===== src/design/rtcx_pkg.sv =====
// Package: register map, field layout and timing constants for the RTC block
package rtcx_pkg;

  // System clock rate
  localparam int unsigned SYS_HZ        = 100_000_000;

  // Register indices (low nibble of the 5-bit pointer, mirrored twice)
  localparam logic [3:0]  IDX_PRESET_LO = 4'hB;
  localparam logic [3:0]  IDX_PRESET_HI = 4'hC;
  localparam logic [3:0]  IDX_EXT_CTRL  = 4'hD;
  localparam logic [7:0]  RESET_BYTE    = 8'h00;
  localparam logic [7:0]  UNMAPPED_BYTE = 8'h00;

  // Countdown source codes
  localparam logic [1:0]  SRC_4096HZ    = 2'h0;
  localparam logic [1:0]  SRC_64HZ      = 2'h1;
  localparam logic [1:0]  SRC_1HZ       = 2'h2;
  localparam logic [1:0]  SRC_1PER60S   = 2'h3;

  // Output clock frequency codes
  localparam logic [1:0]  OUTCLK_32K    = 2'h0;
  localparam logic [1:0]  OUTCLK_1024HZ = 2'h1;

  // Timebase: 4096 Hz base tick derived from the system clock
  localparam int unsigned BASE_HZ       = 4096;
  localparam int unsigned BASE_DIV      = SYS_HZ / BASE_HZ;
  localparam logic [5:0]  TICKS_64HZ_M1 = 6'h3F;
  localparam logic [11:0] TICKS_1HZ_M1  = 12'hFFF;
  localparam logic [5:0]  SECS_MIN_M1   = 6'h3B;

  // Update auto-return times, rounded down to whole cycles
  localparam int unsigned RTN_SEC_MS    = 500;
  localparam int unsigned RTN_MIN_US    = 15600;
  localparam int unsigned RTN_SEC_CYC   = (SYS_HZ / 1000) * RTN_SEC_MS;
  localparam int unsigned RTN_MIN_CYC   = (SYS_HZ / 1000000) * RTN_MIN_US;

  // Serial target address (arbitrary value)
  localparam logic [6:0]  DEV_ADDR_DEF  = 7'h32;

  // Extension control register layout
  typedef struct packed {
    logic       test_bit;
    logic       alarm_source_select;
    logic       update_period_select;
    logic       countdown_run;
    logic [1:0] out_clock_freq_select;
    logic [1:0] countdown_source_select;
  } rtcx_ext_t;

  // High preset register layout
  typedef struct packed {
    logic       spare_bit_d;
    logic       spare_bit_c;
    logic       spare_bit_b;
    logic       spare_bit_a;
    logic [3:0] preset_hi;
  } rtcx_phi_t;

endpackage : rtcx_pkg


===== src/design/rtcx_timer_ext.sv =====
// Countdown timer, update events and extension control behind a serial port
`timescale 1ns/10ps

module rtcx_timer_ext import rtcx_pkg::*; #(
  parameter int unsigned BASE_DIV_P = BASE_DIV,
  parameter int unsigned RTN_SEC_P  = RTN_SEC_CYC,
  parameter int unsigned RTN_MIN_P  = RTN_MIN_CYC,
  parameter logic [6:0]  DEV_ADDR   = DEV_ADDR_DEF
) (
  input  wire logic       clk_sys_i,
  input  wire logic       nrst_i,
  input  wire logic       en_i,
  input  wire logic       scl_i,
  input  wire logic       sda_i,
  output logic            sda_o,
  output logic            sda_oe_o,
  input  wire logic       update_hold_i,
  output logic            alarm_source_select_o,
  output logic [1:0]      out_clock_freq_select_o,
  output logic            countdown_event_o,
  output logic            update_event_o,
  output logic            update_level_o,
  output logic [11:0]     countdown_value_o
);

  // Elaboration checks
  if (BASE_DIV_P < 2) begin : g_chk_div
    $error("BASE_DIV_P must be at least 2");
  end
  if (RTN_SEC_P < 1 || RTN_MIN_P < 1 ||
      RTN_SEC_P >= 2**27 || RTN_MIN_P >= 2**27) begin : g_chk_rtn
    $error("auto-return counts out of range");
  end

  typedef enum logic [8:0] {
    S_IDLE = 9'h001,
    S_ADDR = 9'h002,
    S_AACK = 9'h004,
    S_PTR  = 9'h008,
    S_PACK = 9'h010,
    S_WDAT = 9'h020,
    S_WACK = 9'h040,
    S_RDAT = 9'h080,
    S_RACK = 9'h100
  } rtcx_state_t;

  rtcx_state_t state;
  logic [2:0]  scl_sy;
  logic [2:0]  sda_sy;
  logic        scl_f;
  logic        sda_f;
  logic        scl_d;
  logic        sda_d;
  logic [3:0]  bitcnt;
  logic [7:0]  shreg;
  logic [7:0]  txreg;
  logic [4:0]  ptr;
  logic        rw_bit;
  logic        wr_stb;
  logic [3:0]  wr_idx;
  logic [7:0]  wr_dat;
  logic [7:0]  preset_lo;
  rtcx_phi_t   preset_hi;
  rtcx_ext_t   ext;

  // Pins outside the clock domain: change counts when stages 2 and 3 agree
  always_ff @(posedge clk_sys_i or negedge nrst_i) begin
    if (!nrst_i) begin
      scl_sy <= 3'h7;
      sda_sy <= 3'h7;
      scl_f  <= 1'b1;
      sda_f  <= 1'b1;
      scl_d  <= 1'b1;
      sda_d  <= 1'b1;
    end else if (en_i) begin
      scl_sy <= {scl_sy[1:0], scl_i};
      sda_sy <= {sda_sy[1:0], sda_i};
      if (scl_sy[1] == scl_sy[2]) scl_f <= scl_sy[2];
      if (sda_sy[1] == sda_sy[2]) sda_f <= sda_sy[2];
      scl_d  <= scl_f;
      sda_d  <= sda_f;
    end
  end

  // Bus conditions from filtered levels
  wire         scl_rise  = scl_f & ~scl_d;
  wire         scl_fall  = ~scl_f & scl_d;
  wire         bus_start = scl_f & scl_d & sda_d & ~sda_f;
  wire         bus_stop  = scl_f & scl_d & ~sda_d & sda_f;
  wire         byte_done = (bitcnt == 4'h8);
  wire         addr_hit  = (shreg[7:1] == DEV_ADDR);

  // Read mux; low nibble only, so both ranges alias
  wire [3:0]   rd_idx    = ptr[3:0];
  wire [7:0]   rd_data   =
                           (rd_idx == IDX_PRESET_LO) ? preset_lo :
                           (rd_idx == IDX_PRESET_HI) ? preset_hi :
                           (rd_idx == IDX_EXT_CTRL)  ? ext :
                           UNMAPPED_BYTE;

  assign sda_o = 1'b0; // Open drain: only ever pulls low

  // Serial target: address, pointer, then data bytes with auto-increment
  always_ff @(posedge clk_sys_i or negedge nrst_i) begin
    if (!nrst_i) begin
      state    <= S_IDLE;
      bitcnt   <= 4'h0;
      shreg    <= RESET_BYTE;
      txreg    <= RESET_BYTE;
      ptr      <= 5'h00;
      rw_bit   <= 1'b0;
      sda_oe_o <= 1'b0;
      wr_stb   <= 1'b0;
      wr_idx   <= 4'h0;
      wr_dat   <= RESET_BYTE;
    end else if (en_i) begin
      wr_stb <= 1'b0;
      if (bus_stop) begin
        state    <= S_IDLE;
        sda_oe_o <= 1'b0;
      end else if (bus_start) begin
        state    <= S_ADDR;
        bitcnt   <= 4'h0;
        sda_oe_o <= 1'b0;
      end else if (scl_rise) begin
        if (state == S_ADDR || state == S_PTR || state == S_WDAT) begin
          shreg  <= {shreg[6:0], sda_f};
          bitcnt <= bitcnt + 4'h1;
        end else if (state == S_RACK && sda_f) begin
          state <= S_IDLE; // Host said no more bytes
        end
      end else if (scl_fall) begin
        case (state)
          S_ADDR: if (byte_done) begin
            state    <= addr_hit ? S_AACK : S_IDLE;
            sda_oe_o <= addr_hit;
            rw_bit   <= shreg[0];
          end
          S_AACK: begin
            bitcnt <= 4'h0;
            if (rw_bit) begin
              state    <= S_RDAT;
              txreg    <= rd_data;
              sda_oe_o <= ~rd_data[7];
            end else begin
              state    <= S_PTR;
              sda_oe_o <= 1'b0;
            end
          end
          S_PTR: if (byte_done) begin
            state    <= S_PACK;
            sda_oe_o <= 1'b1;
          end
          S_PACK: begin
            ptr      <= shreg[4:0];
            state    <= S_WDAT;
            bitcnt   <= 4'h0;
            sda_oe_o <= 1'b0;
          end
          S_WDAT: if (byte_done) begin
            state    <= S_WACK;
            sda_oe_o <= 1'b1;
            wr_stb   <= 1'b1;
            wr_idx   <= ptr[3:0];
            wr_dat   <= shreg;
            ptr      <= ptr + 5'h01;
          end
          S_WACK: begin
            state    <= S_WDAT;
            bitcnt   <= 4'h0;
            sda_oe_o <= 1'b0;
          end
          S_RDAT: if (bitcnt == 4'h7) begin
            state    <= S_RACK;
            sda_oe_o <= 1'b0;
            ptr      <= ptr + 5'h01;
          end else begin
            bitcnt   <= bitcnt + 4'h1;
            txreg    <= {txreg[6:0], 1'b0};
            sda_oe_o <= ~txreg[6];
          end
          S_RACK: begin
            state    <= S_RDAT;
            bitcnt   <= 4'h0;
            txreg    <= rd_data;
            sda_oe_o <= ~rd_data[7];
          end
          default: begin
            state    <= S_IDLE;
            sda_oe_o <= 1'b0;
          end
        endcase
      end
    end
  end

  // Register storage; one copy serves both address ranges
  always_ff @(posedge clk_sys_i or negedge nrst_i) begin
    if (!nrst_i) begin
      preset_lo <= RESET_BYTE;
      preset_hi <= RESET_BYTE;
      ext       <= RESET_BYTE;
    end else if (en_i && wr_stb) begin
      if (wr_idx == IDX_PRESET_LO) preset_lo <= wr_dat;
      if (wr_idx == IDX_PRESET_HI) preset_hi <= wr_dat;
      if (wr_idx == IDX_EXT_CTRL)  ext       <= wr_dat;
    end
  end

  // Decoded controls
  wire [11:0]  preset    = {preset_hi.preset_hi, preset_lo};
  assign alarm_source_select_o   = ext.alarm_source_select;
  assign out_clock_freq_select_o = ext.out_clock_freq_select;

  // Timebase: 4096 Hz base tick, sub-ticks and seconds within a minute
  logic [$clog2(BASE_DIV_P)-1:0] pre_cnt;
  logic [11:0] base_cnt;
  logic [5:0]  sec_cnt;
  wire         base_tick = (pre_cnt == ($bits(pre_cnt))'(BASE_DIV_P - 1));
  wire         tick_64   = base_tick & (base_cnt[5:0] == TICKS_64HZ_M1);
  wire         tick_sec  = base_tick & (base_cnt == TICKS_1HZ_M1);
  wire         tick_min  = tick_sec & (sec_cnt == SECS_MIN_M1);

  always_ff @(posedge clk_sys_i or negedge nrst_i) begin
    if (!nrst_i) begin
      pre_cnt  <= '0;
      base_cnt <= 12'h000;
      sec_cnt  <= 6'h00;
    end else if (en_i) begin
      pre_cnt <= base_tick ? '0 : pre_cnt + 1'b1;
      if (base_tick) base_cnt <= base_cnt + 12'h001;
      if (tick_sec)  sec_cnt  <= tick_min ? 6'h00 : sec_cnt + 6'h01;
    end
  end

  // Countdown source select
  wire         src_tick = (ext.countdown_source_select == SRC_4096HZ) ?
                          base_tick :
                          (ext.countdown_source_select == SRC_64HZ) ?
                          tick_64 :
                          (ext.countdown_source_select == SRC_1HZ) ?
                          tick_sec : tick_min;

  // Countdown: reload from preset each period; idle holds the preset
  always_ff @(posedge clk_sys_i or negedge nrst_i) begin
    if (!nrst_i) begin
      countdown_value_o <= 12'h000;
      countdown_event_o <= 1'b0;
    end else if (en_i) begin
      countdown_event_o <= 1'b0;
      if (!ext.countdown_run) begin
        countdown_value_o <= preset;
      end else if (src_tick && preset != 12'h000) begin
        if (countdown_value_o <= 12'h001) begin
          countdown_value_o <= preset;
          countdown_event_o <= 1'b1;
        end else begin
          countdown_value_o <= countdown_value_o - 12'h001;
        end
      end
    end
  end

  // Periodic update event with auto-return level
  localparam int unsigned RW = 27;
  logic [RW-1:0] rtn_cnt;
  wire         upd_tick = ext.update_period_select ? tick_min : tick_sec;
  wire [RW-1:0] rtn_load = ext.update_period_select ?
                           RW'(RTN_MIN_P) : RW'(RTN_SEC_P);

  always_ff @(posedge clk_sys_i or negedge nrst_i) begin
    if (!nrst_i) begin
      rtn_cnt        <= '0;
      update_event_o <= 1'b0;
      update_level_o <= 1'b0;
    end else if (en_i) begin
      update_event_o <= 1'b0;
      if (update_hold_i) begin
        rtn_cnt        <= '0;
        update_level_o <= 1'b0;
      end else if (upd_tick) begin
        rtn_cnt        <= rtn_load;
        update_event_o <= 1'b1;
        update_level_o <= 1'b1;
      end else if (rtn_cnt != '0) begin
        rtn_cnt        <= rtn_cnt - 1'b1;
        update_level_o <= (rtn_cnt != RW'(1));
      end
    end
  end

endmodule : rtcx_timer_ext


===== config.mk =====
export PLATFORM = sky130hd
export DESIGN_NAME = rtcx_timer_ext
export DESIGN_NICKNAME = d
export VERILOG_FILES = /design/src/design/rtcx_pkg.sv /design/src/design/rtcx_timer_ext.sv
export SDC_FILE = /design/constraint.sdc
export NUM_CORES = 1
export LEC_CHECK = 0
export BUFFER_PORTS_ARGS = -buffer_cell sky130_fd_sc_hd__buf_2
export CAP_MARGIN = 20
export CORE_UTILIZATION = 31
export CTS_BUF_LIST = sky130_fd_sc_hd__clkbuf_4 sky130_fd_sc_hd__clkbuf_8
export CTS_CLUSTER_DIAMETER = 80
export DETAILED_ROUTE_END_ITERATION = 12
export HOLD_SLACK_MARGIN = 0.02
export SLEW_MARGIN = 0
export SYNTH_ARGS = -nofsm -noshare
export SYNTH_HDL_FRONTEND = slang
export SYNTH_SLANG_ARGS = --single-unit

===== constraint.sdc =====
create_clock -name clk_sys_i -period 2.7 [get_ports clk_sys_i]
set_input_delay 0.27 -clock clk_sys_i [delete_from_list [all_inputs] [get_ports clk_sys_i]]
set_output_delay 0.27 -clock clk_sys_i [all_outputs]
set_load 0.005 [all_outputs]

# After elaboration in Yosys (flattened, before gate mapping)
# Index checks and enable logic that the tools add are counted.
# Widths: inputs -> output; s select.
[word_totals]
in_bits = 6
output_inout_bits = 20
reg_bits = 157
[op_classes]
n_eq_ne = 42
magnitude_cmp = 1
muxes = 64
add_sub_neg = 7
n_reduce_logical = 35
bitwise = 19
[op_table]
columns = ["cell", "n"]
rows = [
  ["$mux 9", 10],
  ["$mux 27", 3],
  ["$pmux 9 s7", 1],
  ["$mux 12", 3],
  ["$mux 8", 4],
  ["$eq 4x4->1 const B", 7],
  ["$ne 27x1->1 const B", 1],
  ["$reduce_bool 27->1", 1],
  ["$sub 27x1->27 const B", 1],
  ["$mux 1", 26],
  ["$mux 26", 1],
  ["$reduce_and 8->1", 3],
  ["$pmux 7 s3", 1],
  ["$mux 4", 5],
  ["$ne 5x5->1 const B", 4],
  ["$reduce_and 2->1", 9],
  ["$add 15x1->15 const B", 1],
  ["$eq 15x15->1 const B", 1],
  ["$mux 15", 1],
  ["$pmux 5 s3", 1],
  ["$reduce_bool 3->1", 5],
  ["$mux 7", 2],
  ["$reduce_and 7->1", 2],
  ["$add 12x1->12 const B", 1],
  ["other kinds (41)", 74],
]

# Logic depth before layout (Yosys ltp)
[logic_depth]
word_depth = 11
ltp_mapped = 10
ltp_nobuf = 8

# Worst setup path before layout
# OpenSTA, ideal clock, no wires.
[synth_timing]
path_kind = "register to register"
start = "register state[1]"
end = "register wr_idx[2]"
setup_time_ps = 128
arrival_ps = 2163
synth_period_minus_slack_ps = 2291
slack_ps = 409
stages_incl_launch_ff = 7
path_cell_list = "dfrtp_1 or3_1 buf_2 or3_1 nor3_2 buf_4 mux2_1"
[synth_between]
elab_chain_cells = 2
[synth_rtl]
columns = ["element", "line_no", "source"]
rows = [
  ["from (decl)", "rtcx_timer_ext.sv:47", "rtcx_state_t state;"],
  ["from (signal assigned)", "rtcx_timer_ext.sv:135", "state <= addr_hit ? S_AACK : S_IDLE;"],
  ["$eq 9x6->1", "rtcx_timer_ext.sv:133", "case (state)"],
  ["$reduce_and 7->1 (no source line)", "n/a", ""],
  ["to (signal assigned)", "rtcx_timer_ext.sv:164", "wr_idx <= ptr[3:0];"],
  ["to (decl)", "rtcx_timer_ext.sv:60", "logic [3:0] wr_idx;"],
]
# No other way between the ends.
# A chain may end at the register's enable or synchronous reset.

# Final worst setup path
[layout_timing]
start = "register state[1]"
end = "register shreg[6]"
[layout_between]
elab_chain_cells = 4
[layout_rtl]
columns = ["element", "line_no", "source"]
rows = [
  ["$eq 9x2->1 / $eq 9x4->1 (equally long branches)", "rtcx_timer_ext.sv:126", "if (state == S_ADDR || state == S_PTR || state == S_WDAT) begin"],
  ["$logic_or 1x1->1", "rtcx_timer_ext.sv:126", ""],
  ["$logic_or 1x1->1 (*)", "rtcx_timer_ext.sv:126", ""],
  ["$reduce_and 5->1 (no source line) (*)", "n/a", ""],
  ["to (signal assigned)", "rtcx_timer_ext.sv:127", "shreg <= {shreg[6:0], sda_f};"],
  ["to (decl)", "rtcx_timer_ext.sv:55", "logic [7:0] shreg;"],
]
# Mark *: on every way between the ends. The rest lies on a longest branch, timed or not.

==> run metrics <==
synth unique cells between 80 and 90; Max Transition Viols Final 0; final non-filler cell total about 1300; register area share after synthesis 45.4%; WP data arrival about 2.8 ns; TritonCTS Sinks about 160; cell area after layout slightly below 10000 sq um; Layout Skew ~0.011 ns; initial antenna violation count 0; wire per inst approximately 16 um; CP Max Fanout 10; setup repair bufs after CTS 0; syn avg cell area 9.90 sq um; total congestion overflow 0; CP Class reg -> reg; slowest stage delay, CP 0.56 ns; period utilisation layout 91.6%; Post-synth ARST share between 90% and 100%; DR vias/cell between 5 and 6; Seq cells post-synth 156; CTS max path bufs 2; Lkg Pwr approximately 4.3 nW; DRC 0; CTS buffer count 17; Post-synth EDFFs 0; CORE AREA about 27000 sq um; endpoints failing hold 0; Root Driver clkbuf_8; I/O Pins 26; largest net degree at the start of global routing 65; WP buf/inv 0; Worst path depth 5; Top delay family on crit path simple AND/OR/NAND/NOR gates; Slew headroom approximately 58%; Min Clock Period, post-route 2.47 ns; Initial Util 31.9%; CTS tree done; max_cap viols 0; Worst setup SP type register; Power Density between 700 and 800 nW/um^2; unrepaired setup endpoints after global routing false; FMAX ~400 MHz; Routed Antenna Nets 0; CP max stage cell or3_1; CTS H-tree lvls 4; synthesis-to-finish area growth 12.3%; Row Count 60; Worst R2R Setup Slack 0.23 ns; crit end category register; outcome finished clean; cell area after synthesis 8630 sq um; layout cells sized above 1 19.8%; Worst Max-Slew Pin Slew between 0.6 and 0.7 ns; vias in the first global route about 6700; endpoints failing setup 0; WL final a little over 20000 um; CP cell instances or3_1 -> nor3_1 -> or2_2 -> and4_1 -> mux2_2; Worst Hold Slack ~0.058 ns; most frequent cells in the layout dfrtp_1 (145), nand2_1 (88), o21ai_0 (67), nor2_1 (63), mux2_2 (47); yosys warns 0; routed via count a little under 7000; Mapped Cells 872; Antenna Diode Count 0; Net count, final 930; Post-DP Area about 9300 sq um; worst r2r path cells 5; synth top area cells dfrtp_1 (42%), mux2_2 (6.1%), o21ai_0 (3.9%), nand2_1 (3.8%), dfstp_2 (3.3%); Net Count, Synth between 800 and 900; die area between 20000 and 30000 sq um; share of the synthesized area in the top cell type 42.0%; gr usage total between 10 and 15%; worst vdd ir approximately 0.0003 V; Chip Width roughly 170 um; post-synth top area cell dfrtp_1; setup TNS 0 ns; Post-synth top flop dfrtp_1; DR iter-0 viols around 470; placed cells approximately 1300; CP Data Required Time approximately 3 ns; first-pass GRT wire length ~34000 um; DP Wirelength 14600 um; Buffers on Ports 24; First-pass DRT Iterations 7; Skew-Pair Late Insertion Delay between 0.4 and 0.5 ns; commonest non-fill, non-tap cell in the layout dfrtp_1; global placement routability congestion around 0.86; Reg clk slew, reported paths 0.09 ns; worst hold path stage count 2; Worst Hold Class in -> reg; Die Ht approximately 170 um
==> state kept, by name (all words and copies together) (netlist names), 4 cells and up <==
| name | cells |
|---|---|
| rtn_cnt | 27 |
| pre_cnt | 15 |
| base_cnt | 12 |
| countdown_value_o | 12 |
| state | 9 |
| preset_lo | 8 |
| shreg | 8 |
| wr_dat | 8 |
| txreg | 7 |
| sec_cnt | 6 |
| ext | 5 |
| bitcnt | 4 |
| preset | 4 |
| preset_hi | 4 |
| ptr | 4 |
| wr_idx | 4 |
==> metrics by stage <==
stage	util [%]	worst slack, ns	power [mW]
after floorplan	-	0.409	4.53
after global placement	34.2	0.314	5.12
after detailed placement	34.2	0.258	5.15
after CTS	35.8	0.239	6.98
after global routing	35.8	0.0288	7.38
final	35.8	0.228	6.93
==> worst register-to-register path, cell delays in order (launching register included) <==
cell,delay [ns]
dfrtp_1,0.44
or3_1,0.57
nor3_1,0.35
or2_2,0.20
and4_1,0.43
mux2_2,0.38
==> logic make-up after synthesis <==
logic type	Yosys count	synth area share, %
AOI/OAI and AO/OA	203	15.9
xor gates and xnor gates	28	2.84
adders and majority gates	17	2.46
buffers and inverters	72	3.93
DFF	156	45.4
muxes	65	8.58
other	1	0.0434
and+or+nand+nor	330	20.9
==> area by class of cell <==
| type | count | area [sq um] |
|---|---|---|
| clock buffers | 20 | 269 |
| clock inverters | 12 | 138 |
| fillers | 2723 | 17400 |
| inverters | 29 | 109 |
| multi-input cells | 644 | 4380 |
| flip-flops and latches | 156 | 3920 |
| well taps | 372 | 465 |
| repair buffers | 59 | 417 |
==> synthesized netlist by cell type, types with 4 or more instances <==
cell type    n
or2_2        4
and2_1       5
nand3_1     24
o22a_1       6
buf_4        8
o311ai_0     4
a222oi_1     7
xor2_1      15
mux2_4       4
and4_1       7
dfstp_2     11
nor2_1      63
nor4_1      16
a31oi_1     15
nand3b_1     4
clkbuf_1    24
nand2b_1     9
nand4_1     17
and3_1       9
mux2i_1      5
o22ai_1      6
buf_2        7
or4_1        8
o21ai_0     67
mux2_2      47
inv_1       29
nor3_1      24
ha_1        17
dfrtp_1    145
nor3b_1      5
o41ai_1      4
nor2b_1      9
nand2_1     88
o211ai_1     5
or3_1       13
buf_6        4
o31ai_1      8
xnor2_1     13
mux2_1       9
a21oi_1     37
==> power by group <==
part	internal (mW)	total, mW	leakage (nW)	switching [mW]
logic	0.819	2.05	2.02	1.24
registers	2.68	3.07	2.07	0.395
clock network	0.890	1.81	0.197	0.916
==> final timing paths <==
| check | from | endpoint |
|---|---|---|
| worst min register to register | base_cnt[5] | base_cnt[5] |
| worst min-delay path | sda_i | sda_sy[0] |
| worst max-delay path | state[1] | shreg[6] |
| max in group asynchronous | nrst_i | state[0] |
| min in group asynchronous | nrst_i | rtn_cnt[8] |
| worst max register to register | state[1] | shreg[6] |
==> metal layers <==
layer	vias to the layer above	global-route usage (%)	wire length [um]
li1	3299	-	-
met1	3341	19.5	9550
met2	150	24.5	9700
met3	22	3.23	848
met4	0	4.51	250
met5	-	0	0
==> what timing repair did <==
action | in CTS | in global routing
hold buffers | 1 | 0
endpoints found under the hold margin | 62 | 0
setup endpoints to repair | 0 | 0
gates resized for setup | 0 | 0
No activity file was read; power rests on OpenSTA's default activity.
